`config.mk`:
```
export PLATFORM = sky130hd
export DESIGN_NAME = uip_prioritizer
export DESIGN_NICKNAME = d
export VERILOG_FILES = /design/src/rtl/uip_prioritizer.v
export VERILOG_INCLUDE_DIRS = /design/src /design/src/rtl
export SDC_FILE = /design/constraint.sdc
export NUM_CORES = 1
export LEC_CHECK = 0
export CORE_ASPECT_RATIO = 1.1
export CORE_MARGIN = 8
export CORE_UTILIZATION = 55
export DETAILED_ROUTE_END_ITERATION = 8
export DONT_BUFFER_PORTS = 1
export GPL_TIMING_DRIVEN = 0
export HOLD_SLACK_MARGIN = 0.12
export PLACE_DENSITY = 0.69
export SKIP_CTS_REPAIR_TIMING = 1
export SLEW_MARGIN = 20
export SYNTH_ARGS = -nofsm -noshare
export SYNTH_HDL_FRONTEND = slang
export SYNTH_SLANG_ARGS = --single-unit
export TNS_END_PERCENT = 1
```
`constraint.sdc`:
```
create_clock -name aclk -period 4.6 [get_ports aclk]
set_input_delay 1.15 -clock aclk [delete_from_list [all_inputs] [get_ports aclk]]
set_output_delay 1.15 -clock aclk [all_outputs]
set_load 0.005 [all_outputs]
```
`src/rtl/uip_map.vh`:
```
// Register map, field positions and reset values of the interrupt prioritizer
`ifndef UIP_MAP_VH
`define UIP_MAP_VH
`define UIP_OFF_IER      8'h00
`define UIP_OFF_ISR      8'h04
`define UIP_OFF_FCR      8'h08
`define UIP_OFF_EFR      8'h0C
`define UIP_OFF_LSR      8'h10
`define UIP_OFF_MSR      8'h14
`define UIP_OFF_RHR      8'h18
`define UIP_OFF_THR      8'h1C
`define UIP_OFF_TRIG     8'h20
`define UIP_IER_RST      8'h00
`define UIP_FCR_RST      8'h00
`define UIP_EFR_RST      8'h00
`define UIP_TRIG_RST     8'h01
`define UIP_EFR_ENH_BIT  4
`define UIP_ISR_LSR      6'h06
`define UIP_ISR_RTO      6'h0C
`define UIP_ISR_RECEIVE_READY_SOURCE    6'h04
`define UIP_ISR_TRANSMIT_READY_SOURCE    6'h02
`define UIP_ISR_MSR      6'h00
`define UIP_ISR_XOFF     6'h10
`define UIP_ISR_FLOW     6'h20
`define UIP_ISR_NONE     6'h01
`define UIP_RESP_OKAY    2'h0
`define UIP_RESP_SLVERR  2'h2
`define UIP_CHAR_BITS    4
`define UIP_EXTRA_BITS   12
`endif

```
`src/rtl/uip_prioritizer.v`:
```
// Interrupt enable, priority and status logic of a FIFO-buffered UART
`timescale 1ns/100ps
`include "uip_map.vh"
module uip_prioritizer
(
  // Clock and reset
  input  wire        aclk,
  input  wire        aresetn,
  // AXI4-Lite write
  input  wire [7:0]  s_axi_awaddr,
  input  wire        s_axi_awvalid,
  output reg         s_axi_awready,
  input  wire [31:0] s_axi_wdata,
  input  wire [3:0]  s_axi_wstrb,
  input  wire        s_axi_wvalid,
  output reg         s_axi_wready,
  output reg  [1:0]  s_axi_bresp,
  output reg         s_axi_bvalid,
  input  wire        s_axi_bready,
  // AXI4-Lite read
  input  wire [7:0]  s_axi_araddr,
  input  wire        s_axi_arvalid,
  output reg         s_axi_arready,
  output reg  [31:0] s_axi_rdata,
  output reg  [1:0]  s_axi_rresp,
  output reg         s_axi_rvalid,
  input  wire        s_axi_rready,
  // Receiver datapath status
  input  wire [7:0]  rx_level,
  input  wire        rx_push,
  input  wire        rx_overrun,
  input  wire [2:0]  rx_head_err,
  input  wire        rx_any_err,
  input  wire        rx_timeout,
  input  wire        rx_xoff,
  input  wire        rx_xon,
  input  wire        rx_special,
  // Transmitter datapath status
  input  wire [7:0]  tx_level,
  input  wire        tx_shift_empty,
  input  wire        half_duplex_mode,
  // Flow control and modem
  input  wire        cts_level,
  input  wire        rts_level,
  input  wire [3:0]  modem_delta,
  input  wire [3:0]  modem_lines,
  // Controls and strobes to datapath
  output reg         fifo_enable,
  output reg  [7:0]  fifo_ctrl,
  output reg         rx_pop,
  output reg  [7:0]  thr_data,
  output reg         thr_write,
  output reg         irq
);

  // Registers
  reg  [7:0]  ier_reg;
  reg  [7:0]  efr_reg;
  reg  [7:0]  rx_trig_reg;
  reg  [7:0]  tx_trig_reg;
  reg         lsr_int_reg;
  reg         tx_int_reg;
  reg         tx_cond_q_reg;
  reg         msr_int_reg;
  reg         xoff_int_reg;
  reg         spec_int_reg;
  reg         spec_arm_reg;
  reg         flow_int_reg;
  reg  [3:0]  msr_delta_reg;
  reg         cts_q_reg;
  reg         rts_q_reg;
  reg         rto_reg;
  reg         edge_arm_reg;
  reg  [7:0]  aw_addr_reg;
  reg         aw_have_reg;
  reg  [31:0] w_data_reg;
  reg  [3:0]  w_strb_reg;
  reg         w_have_reg;
  reg  [5:0]  isr_code;

  wire        src_lsr;
  wire        src_rto;
  wire        src_rx;
  wire        src_tx;
  wire        src_msr;
  wire        src_xoff;
  wire        src_flow;
  wire        tx_cond;
  wire        any_pending;
  wire        enh;
  wire [7:0]  isr_value;
  wire [7:0]  lsr_value;
  wire        do_wr;
  wire        do_rd;
  wire        rd_isr;
  wire        rd_lsr;
  wire        rd_msr;
  wire        rd_rhr;
  wire        wr_ier;
  wire        wr_fcr;
  wire        wr_efr;
  wire        wr_thr;
  wire        wr_trig;
  wire        hit_rd;
  wire        hit_wr;
  wire        cts_rise;
  wire        rts_rise;
  wire        msr_event;
  reg  [31:0] rd_mux;

  //////////////////////////////////////////////////////////////////////////////
  // Bus decode
  assign do_wr   = aw_have_reg && w_have_reg && !s_axi_bvalid;
  assign do_rd   = s_axi_arvalid && s_axi_arready;
  assign wr_ier  = do_wr && aw_addr_reg == `UIP_OFF_IER && w_strb_reg[0];
  assign wr_fcr  = do_wr && aw_addr_reg == `UIP_OFF_FCR && w_strb_reg[0];
  assign wr_efr  = do_wr && aw_addr_reg == `UIP_OFF_EFR && w_strb_reg[0];
  assign wr_thr  = do_wr && aw_addr_reg == `UIP_OFF_THR && w_strb_reg[0];
  assign wr_trig = do_wr && aw_addr_reg == `UIP_OFF_TRIG && w_strb_reg[1:0] == 2'h3;
  assign hit_wr  = aw_addr_reg == `UIP_OFF_IER || aw_addr_reg == `UIP_OFF_FCR ||
                   aw_addr_reg == `UIP_OFF_EFR || aw_addr_reg == `UIP_OFF_THR ||
                   aw_addr_reg == `UIP_OFF_TRIG;
  assign rd_isr  = do_rd && s_axi_araddr == `UIP_OFF_ISR;
  assign rd_lsr  = do_rd && s_axi_araddr == `UIP_OFF_LSR;
  assign rd_msr  = do_rd && s_axi_araddr == `UIP_OFF_MSR;
  assign rd_rhr  = do_rd && s_axi_araddr == `UIP_OFF_RHR;
  assign hit_rd  = s_axi_araddr == `UIP_OFF_IER || s_axi_araddr == `UIP_OFF_ISR ||
                   s_axi_araddr == `UIP_OFF_EFR || s_axi_araddr == `UIP_OFF_LSR ||
                   s_axi_araddr == `UIP_OFF_MSR || s_axi_araddr == `UIP_OFF_RHR ||
                   s_axi_araddr == `UIP_OFF_TRIG;
  assign enh     = efr_reg[`UIP_EFR_ENH_BIT];

  //////////////////////////////////////////////////////////////////////////////
  // Sources
  assign src_lsr  = ier_reg[2] && lsr_int_reg;
  assign src_rto  = ier_reg[0] && fifo_enable && rto_reg;
  assign src_rx   = ier_reg[0] && (fifo_enable ? (rx_level >= rx_trig_reg)
                                               : (rx_level != 8'h00));
  assign src_tx   = ier_reg[1] && tx_int_reg;
  assign src_msr  = ier_reg[3] && msr_int_reg;
  assign src_xoff = enh && ((ier_reg[5] && xoff_int_reg) || spec_int_reg);
  assign src_flow = enh && flow_int_reg;
  assign any_pending = src_lsr | src_rto | src_rx | src_tx | src_msr | src_xoff | src_flow;

  assign tx_cond  = (fifo_enable ? (tx_level < tx_trig_reg) : (tx_level == 8'h00)) ||
                    (half_duplex_mode && tx_level == 8'h00 && tx_shift_empty);

  // No false edge from a pin already high when reset ends
  assign cts_rise = cts_level && !cts_q_reg && efr_reg[7] && edge_arm_reg;
  assign rts_rise = rts_level && !rts_q_reg && efr_reg[6] && edge_arm_reg;
  assign msr_event = |modem_delta;

  // Priority encoder
  always @*
  begin
    if (src_lsr)
      isr_code = `UIP_ISR_LSR;
    else if (src_rto)
      isr_code = `UIP_ISR_RTO;
    else if (src_rx)
      isr_code = `UIP_ISR_RECEIVE_READY_SOURCE;
    else if (src_tx)
      isr_code = `UIP_ISR_TRANSMIT_READY_SOURCE;
    else if (src_msr)
      isr_code = `UIP_ISR_MSR;
    else if (src_xoff)
      isr_code = `UIP_ISR_XOFF;
    else if (src_flow)
      isr_code = `UIP_ISR_FLOW;
    else
      isr_code = `UIP_ISR_NONE;
  end

  assign isr_value = {fifo_enable, fifo_enable, isr_code};
  assign lsr_value = {rx_any_err, tx_level == 8'h00 && tx_shift_empty, tx_level == 8'h00,
                      rx_head_err, rx_overrun, rx_level != 8'h00};

  always @*
  begin
    rd_mux = 32'h0000_0000;
    case (s_axi_araddr)
      `UIP_OFF_IER:  rd_mux = {24'h00_0000, ier_reg};
      `UIP_OFF_ISR:  rd_mux = {24'h00_0000, isr_value};
      `UIP_OFF_EFR:  rd_mux = {24'h00_0000, efr_reg};
      `UIP_OFF_LSR:  rd_mux = {24'h00_0000, lsr_value};
      `UIP_OFF_MSR:  rd_mux = {24'h00_0000, modem_lines, msr_delta_reg};
      `UIP_OFF_RHR:  rd_mux = 32'h0000_0000;
      `UIP_OFF_TRIG: rd_mux = {16'h0000, tx_trig_reg, rx_trig_reg};
      default:       rd_mux = 32'h0000_0000;
    endcase
  end

  //////////////////////////////////////////////////////////////////////////////
  // Sequential logic
  always @(posedge aclk)
  begin
    if (!aresetn)
    begin
      ier_reg       <= `UIP_IER_RST;
      efr_reg       <= `UIP_EFR_RST;
      fifo_ctrl     <= `UIP_FCR_RST;
      fifo_enable   <= 1'b0;
      rx_trig_reg   <= `UIP_TRIG_RST;
      tx_trig_reg   <= `UIP_TRIG_RST;
      lsr_int_reg   <= 1'b0;
      tx_int_reg    <= 1'b0;
      tx_cond_q_reg <= 1'b0;
      msr_int_reg   <= 1'b0;
      xoff_int_reg  <= 1'b0;
      spec_int_reg  <= 1'b0;
      spec_arm_reg  <= 1'b0;
      flow_int_reg  <= 1'b0;
      msr_delta_reg <= 4'h0;
      cts_q_reg     <= 1'b0;
      rts_q_reg     <= 1'b0;
      rto_reg       <= 1'b0;
      edge_arm_reg  <= 1'b0;

      aw_addr_reg   <= 8'h00;
      aw_have_reg   <= 1'b0;
      w_data_reg    <= 32'h0000_0000;
      w_strb_reg    <= 4'h0;
      w_have_reg    <= 1'b0;
      s_axi_awready <= 1'b0;
      s_axi_wready  <= 1'b0;
      s_axi_bvalid  <= 1'b0;
      s_axi_bresp   <= `UIP_RESP_OKAY;
      s_axi_arready <= 1'b0;
      s_axi_rvalid  <= 1'b0;
      s_axi_rresp   <= `UIP_RESP_OKAY;
      s_axi_rdata   <= 32'h0000_0000;

      rx_pop        <= 1'b0;
      thr_data      <= 8'h00;
      thr_write     <= 1'b0;
      irq           <= 1'b0;
    end
    else
    begin
      // Write channel capture, address and data in either order
      s_axi_awready <= !aw_have_reg && !s_axi_awready;
      s_axi_wready  <= !w_have_reg && !s_axi_wready;
      if (s_axi_awvalid && s_axi_awready)
      begin
        aw_addr_reg <= s_axi_awaddr;
        aw_have_reg <= 1'b1;
      end
      if (s_axi_wvalid && s_axi_wready)
      begin
        w_data_reg <= s_axi_wdata;
        w_strb_reg <= s_axi_wstrb;
        w_have_reg <= 1'b1;
      end
      if (do_wr)
      begin
        aw_have_reg  <= 1'b0;
        w_have_reg   <= 1'b0;
        s_axi_bvalid <= 1'b1;
        s_axi_bresp  <= hit_wr ? `UIP_RESP_OKAY : `UIP_RESP_SLVERR;
      end
      else if (s_axi_bvalid && s_axi_bready)
        s_axi_bvalid <= 1'b0;

      // Read channel
      s_axi_arready <= !s_axi_arready && !s_axi_rvalid && s_axi_arvalid;
      if (do_rd)
      begin
        s_axi_rvalid <= 1'b1;
        s_axi_rdata  <= rd_mux;
        s_axi_rresp  <= hit_rd ? `UIP_RESP_OKAY : `UIP_RESP_SLVERR;
      end
      else if (s_axi_rvalid && s_axi_rready)
        s_axi_rvalid <= 1'b0;

      // Control registers
      if (wr_ier)
        ier_reg <= enh ? w_data_reg[7:0] : {ier_reg[7:4], w_data_reg[3:0]};
      if (wr_efr)
        efr_reg <= w_data_reg[7:0];
      if (wr_trig)
      begin
        rx_trig_reg <= w_data_reg[7:0];
        tx_trig_reg <= w_data_reg[15:8];
      end
      fifo_ctrl[2:1] <= 2'h0;
      if (wr_fcr)
      begin
        fifo_enable <= w_data_reg[0];
        if (w_data_reg[0])
          fifo_ctrl <= enh ? w_data_reg[7:0] : {w_data_reg[7:6], fifo_ctrl[5:4], w_data_reg[3:0]};
        else
          fifo_ctrl[0] <= 1'b0;
      end
      rx_pop    <= rd_rhr;
      thr_write <= wr_thr;
      if (wr_thr)
        thr_data <= w_data_reg[7:0];

      // Line status interrupt, set wins over clear
      if (rx_overrun || (rd_rhr && rx_head_err != 3'h0))
        lsr_int_reg <= 1'b1;
      else if (rd_lsr)
        lsr_int_reg <= 1'b0;

      // Transmit ready: rising condition or fresh enable
      tx_cond_q_reg <= tx_cond;
      if ((tx_cond && !tx_cond_q_reg) || (wr_ier && w_data_reg[1] && !ier_reg[1] && tx_cond))
        tx_int_reg <= 1'b1;
      else if (rd_isr && isr_code == `UIP_ISR_TRANSMIT_READY_SOURCE || wr_thr)
        tx_int_reg <= 1'b0;

      // Receive timeout
      if (rx_timeout)
        rto_reg <= 1'b1;
      else if (rx_level == 8'h00)
        rto_reg <= 1'b0;

      // Modem status
      if (msr_event)
        msr_int_reg <= 1'b1;
      else if (rd_msr)
        msr_int_reg <= 1'b0;
      msr_delta_reg <= rd_msr ? modem_delta : (msr_delta_reg | modem_delta);

      // Flow control edges
      edge_arm_reg <= 1'b1;
      cts_q_reg <= cts_level;
      rts_q_reg <= rts_level;
      if ((cts_rise && ier_reg[7]) || (rts_rise && ier_reg[6]))
        flow_int_reg <= 1'b1;
      else if (rd_msr)
        flow_int_reg <= 1'b0;

      // Xoff and special character, status read clears only when reported
      if (rx_xoff)
        xoff_int_reg <= 1'b1;
      else if ((rd_isr && isr_code == `UIP_ISR_XOFF) || rx_xon)
        xoff_int_reg <= 1'b0;
      if (rx_special && efr_reg[5])
      begin
        spec_int_reg <= 1'b1;
        spec_arm_reg <= 1'b0;
      end
      else if ((rd_isr && isr_code == `UIP_ISR_XOFF) || (rx_push && spec_arm_reg))
        spec_int_reg <= 1'b0;
      else if (rx_push)
        spec_arm_reg <= spec_int_reg;
      irq <= any_pending;
    end
  end

endmodule // uip_prioritizer

```
-- After elaboration in Yosys (flattened, before gate mapping)
Cells that the tools add are included.
- register bits: 137
- output and inout bits: 61
- logic and storage cells: 202
- $lt $le $gt $ge: 2
- eq/ne operators: 13
- mux-type cells: 32
- bitwise operators: 9
- reductions and logical operators: 106
- operators by type and width (cell ; count):
    16-bit case mux with 6 select lines ; 1
    1-bit logical AND ; 54
    6-bit 2-to-1 mux ; 7
    8-bit by 5-bit equality test with 1-bit output, second input constant ; 4
    8-bit zero test ; 4
    8-bit by 4-bit equality test with 1-bit output, second input constant ; 3
    1-bit 2-to-1 mux ; 21
    1-bit logical OR ; 18
    2-bit nonzero test ; 9
    8-bit by 6-bit equality test with 1-bit output, second input constant ; 2
    1-bit zero test ; 11
    8-bit by 3-bit equality test with 1-bit output, second input constant ; 1
    8-bit greater-or-equal comparator ; 1
    8-bit < comparator ; 1
    8-bit nonzero test ; 1
    6-bit by 2-bit equality test with 1-bit output, second input constant ; 1
    6-bit by 5-bit equality test with 1-bit output, second input constant ; 1
    1-bit OR ; 6
    2-bit AND reduction ; 3
    3-bit AND reduction ; 2
    2-bit 2-to-1 mux ; 2
    4-bit 2-to-1 mux ; 1
    4-bit OR ; 1
    2-bit OR reduction ; 2
    other kinds (4) ; 5

-- Depth between registers and ports, before layout
- word-level depth: 14
- mapped depth: 7

-- Worst setup path after synthesis
No wires, ideal clock.
- path type: input -> register
- start: input s_axi_araddr[2]
- end: register s_axi_rdata[4]
- setup time: 0.058 ns
- arrival time: 2.559 ns
- data required time: 4.542 ns
- setup slack: 1.983 ns
- stages: 6
- buffers on the path: 1
- cells stage by stage: buf_2 nor4b_2 and2_1 nor2b_1 o21a_1 o221a_2
- longest elaborated chain between the ends: 2
- ends and longest elaborated chain (what ; RTL line ; text):
    from (decl) ; uip_prioritizer.v:21 ; input wire [7:0] s_axi_araddr,
    8-bit by 6-bit equality test with 1-bit output, or another cell as far along ; uip_prioritizer.v:181 ; case (s_axi_araddr)
    16-bit case mux with 6 select lines * ; uip_prioritizer.v:181 ;
    to (signal assigned) ; uip_prioritizer.v:269 ; s_axi_rdata <= rd_mux;
    to (decl) ; uip_prioritizer.v:24 ; output reg [31:0] s_axi_rdata,
Mark *: on every way between the ends. The rest lies on a longest branch, timed or not.
A chain may end at the register's enable or synchronous reset.

-- Worst setup path after layout
- start: input s_axi_araddr[2]
- end: register spec_int_reg
- longest elaborated chain between the ends: 5
- ends and longest elaborated chain (what ; RTL line ; text):
    8-bit by 3-bit equality test with 1-bit output ; - ;
    1-bit logical AND (no source line) (2 in series) ; - ;
    1-bit logical OR ; uip_prioritizer.v:344 ; else if ((rd_isr && isr_code == `UIP_ISR_XOFF) || (rx_push && spec_arm_reg))
    2-bit nonzero test (no source line) ; - ;
    to (signal assigned) ; uip_prioritizer.v:210 ; spec_int_reg <= 1'b0;
    to (signal assigned) ; uip_prioritizer.v:341 ; spec_int_reg <= 1'b1;
    to (signal assigned) ; uip_prioritizer.v:345 ; spec_int_reg <= 1'b0;
    to (decl) ; uip_prioritizer.v:66 ; reg spec_int_reg;
Every way passes these cells.

==> flow_summary.json <==
{
  "p_per_area_mw_per_mm2": 410.5,
  "grt.total_usage_pct": 25.53,
  "drv_slew": 0,
  "area_delta_synth_final_pct": 15.36,
  "synth_largest_area_cell": "dfxtp_1",
  "cpLargestDelayFamily": "simple AND/OR/NAND/NOR gates",
  "clock_tree.root_cell": "clkbuf_8",
  "detail-route-antenna-nets": 0,
  "grt_overflow": 0,
  "drcViolationCount": 0,
  "die_w_um": 111.0,
  "die_h_um": 120.5,
  "cts_made_buffers": 17,
  "period_needed_ns": 2.658,
  "muxShareOfSynthArea_pct": 5.158,
  "drtIter0Drc": 419,
  "cp_max_fo": 10,
  "synth_top_area_share_pct": 43.28,
  "synth_top_family_by_area": "simple AND/OR/NAND/NOR gates",
  "criticalPathCategory": "in2reg",
  "synth_area_leaders": "dfxtp_1 (43%), nand2_1 (6.7%), a21oi_1 (5.7%)",
  "reg2reg_slack_ns": 2.39,
  "start_kind": "primary input",
  "reg2reg_from": "fifo_enable",
  "critPathCaptureType": "flop",
  "grt_pass1_vias": 5016,
  "detailed_place_hpwl_um": 13280,
  "p_leak_nw": 2.320,
  "async_flop_share_pct": 0,
  "grt_pass1_wl_um": 26920,
  "worstHoldPathCells": 2,
  "hold_path_end": "w_data_reg[15]",
  "hold_viol_final": 0,
  "synth_flop_cell": "dfxtp_1",
  "synth_area_mm2": 0.005458,
  "cts_sinks": 118,
  "synthTopCellsByCount": "dfxtp_1 (118), nand2_1 (97), a21oi_1 (62)",
  "max-cap-violations": 0,
  "vias": 4954,
  "cp.required_ns": 4.96,
  "synth_fa_ha_area_share_pct": 3.439,
  "crit_chain": "buf_2 -> nor4b_2 -> and2_1 -> nand3_1 -> nand2b_1 -> o221ai_1",
  "max_stage_delay_ns": 0.67,
  "synth-edff-count": 0,
  "timing.rr.end": "tx_int_reg",
  "synth.avg_cell_area_um2": 8.332,
  "fin_tns_setup_ns": 0,
  "cts_max_path_buffers": 2,
  "core_region_area_mm2": 0.009747,
  "critical_path.slowest_cell": "nor4b_2",
  "num_antenna_cells": 0,
  "num_rows": 38,
  "drive_above_1_share_pct": 9.517,
  "synthCells": 655,
  "clock_latency_ns": 0.51,
  "synth_cell_types": 62,
  "yosys.area_share.simple_pct": 24.16,
  "maxSlewHeadroom_pct": 32.18,
  "power_mw": 2.584,
  "htreeDepth": 4,
  "synth_compound_area_share_pct": 17.10,
  "path_buf_inv": 1,
  "tightestPinTransition_ns": 1.003,
  "final.period_utilization_pct": 57.78,
  "wl_per_cell_um": 21.07,
  "initial_core_util_pct": 55.99,
  "ys_seq_elements": 118,
  "reg2reg_depth": 6,
  "ir_worst_vdd_v": 0.0002796,
  "wl_um": 17360,
  "crit_cells": 6,
  "cts_tree": "built",
  "hp-class": "reg2reg",
  "first_pass_iters": 7,
  "status": "complete, no violations",
  "rsz0062_at_grt": "false",
  "io_buffers": 0,
  "ys_warn_count": 0,
  "hp-start": "w_data_reg[15]",
  "finalClockSkew_ns": 0.008189,
  "dieArea_mm2": 0.01337,
  "worst_hold_slack_ns": 0.4566,
  "final_nets": 803,
  "antenna_found_initial": 0,
  "gp_congestion": 0.9603,
  "clk_pin_slew_ns": 0.06,
  "viasPerCell": 6.012,
  "yosysMostFrequentCell": "dfxtp_1",
  "fin_util_pct": 64.60,
  "arrival_ns": 3.02,
  "yosysSeqAreaShare_pct": 43.28,
  "synth-xor-area-share_pct": 0,
  "io_pins": 158,
  "max_clock_freq_mhz": 376.2,
  "setup_viol": 0,
  "grt_max_degree": 17
}
==> metrics by stage <==
stage	std cells	setup WS [ns]	area (um2)
after floorplan	672	1.983	5522
after global placement	792	1.364	5672
after detailed placement	792	1.479	5678
after CTS	824	1.967	6296
after global routing	824	1.837	6296
final	824	1.942	6296
==> metal layers <==
layer / part of all wire (%) / global-route usage (%)
met1: 39 / 28.93
met2: 48 / 41.69
met3: 9.0 / 8.717
met4: 3.6 / 13.95
met5: 0 / 0
==> cell type report <==
| class | count | area (um2) |
|---|---|---|
| clock buffers | 19 | 421.7 |
| multi-input cells | 478 | 2795 |
| plain buffers | 53 | 284.0 |
| flip-flops and latches | 118 | 2362 |
| fillers | 869 | 3451 |
| inverters | 23 | 86.33 |
| well taps | 120 | 150.1 |
| clock inverters | 13 | 196.4 |
==> kinds of logic (layout without fill, tap and decap cells) <==
kind of cell,after synthesis,count (layout)
AND/OR/NAND/NOR,264,264
AO/OA/AOI/OAI,153,153
other,1,18
buffers and inverters,76,108
adder cells (fa/ha/maj),15,15
flip-flops,118,118
multiplexers,28,28
==> worst max-delay path by stage <==
stage               startpoint             end  slack [ns]
3_5_place_dp   s_axi_araddr[2]  s_axi_rdata[1]        1.48
5_1_grt        s_axi_araddr[2]  s_axi_rdata[4]        1.84
3_3_place_gp   s_axi_araddr[5]    flow_int_reg        1.36
4_1_cts        s_axi_araddr[2]  s_axi_rdata[1]        1.97
2_1_floorplan  s_axi_araddr[2]  s_axi_rdata[4]        1.98
6_report       s_axi_araddr[2]    spec_int_reg        1.94
==> layout by cell type (no fill, tap or decap), types with 15 or more instances in the layout <==
cell	count
a21oi_1	62
buf_4	19
clkbuf_1	26
clkbuf_16	16
conb_1	18
dfxtp_1	118
ha_1	15
inv_1	22
mux2i_1	27
nand2_1	97
nand3_1	49
nor2_1	43
o21ai_0	39
==> worst reg2reg max path: cells and delay by family (launching register included) <==
kind            cells  cell delay, ns
compound gates      4            0.82
flops               1            0.38
buf+inv             1            0.45
simple gates        1            0.50
==> power breakdown <==
group,switching [mW],internal (mW)
clock,0.492,0.888
sequential,0.0235,1.05
combinational,0.0869,0.0489
(Power assumes the default switching activity.)
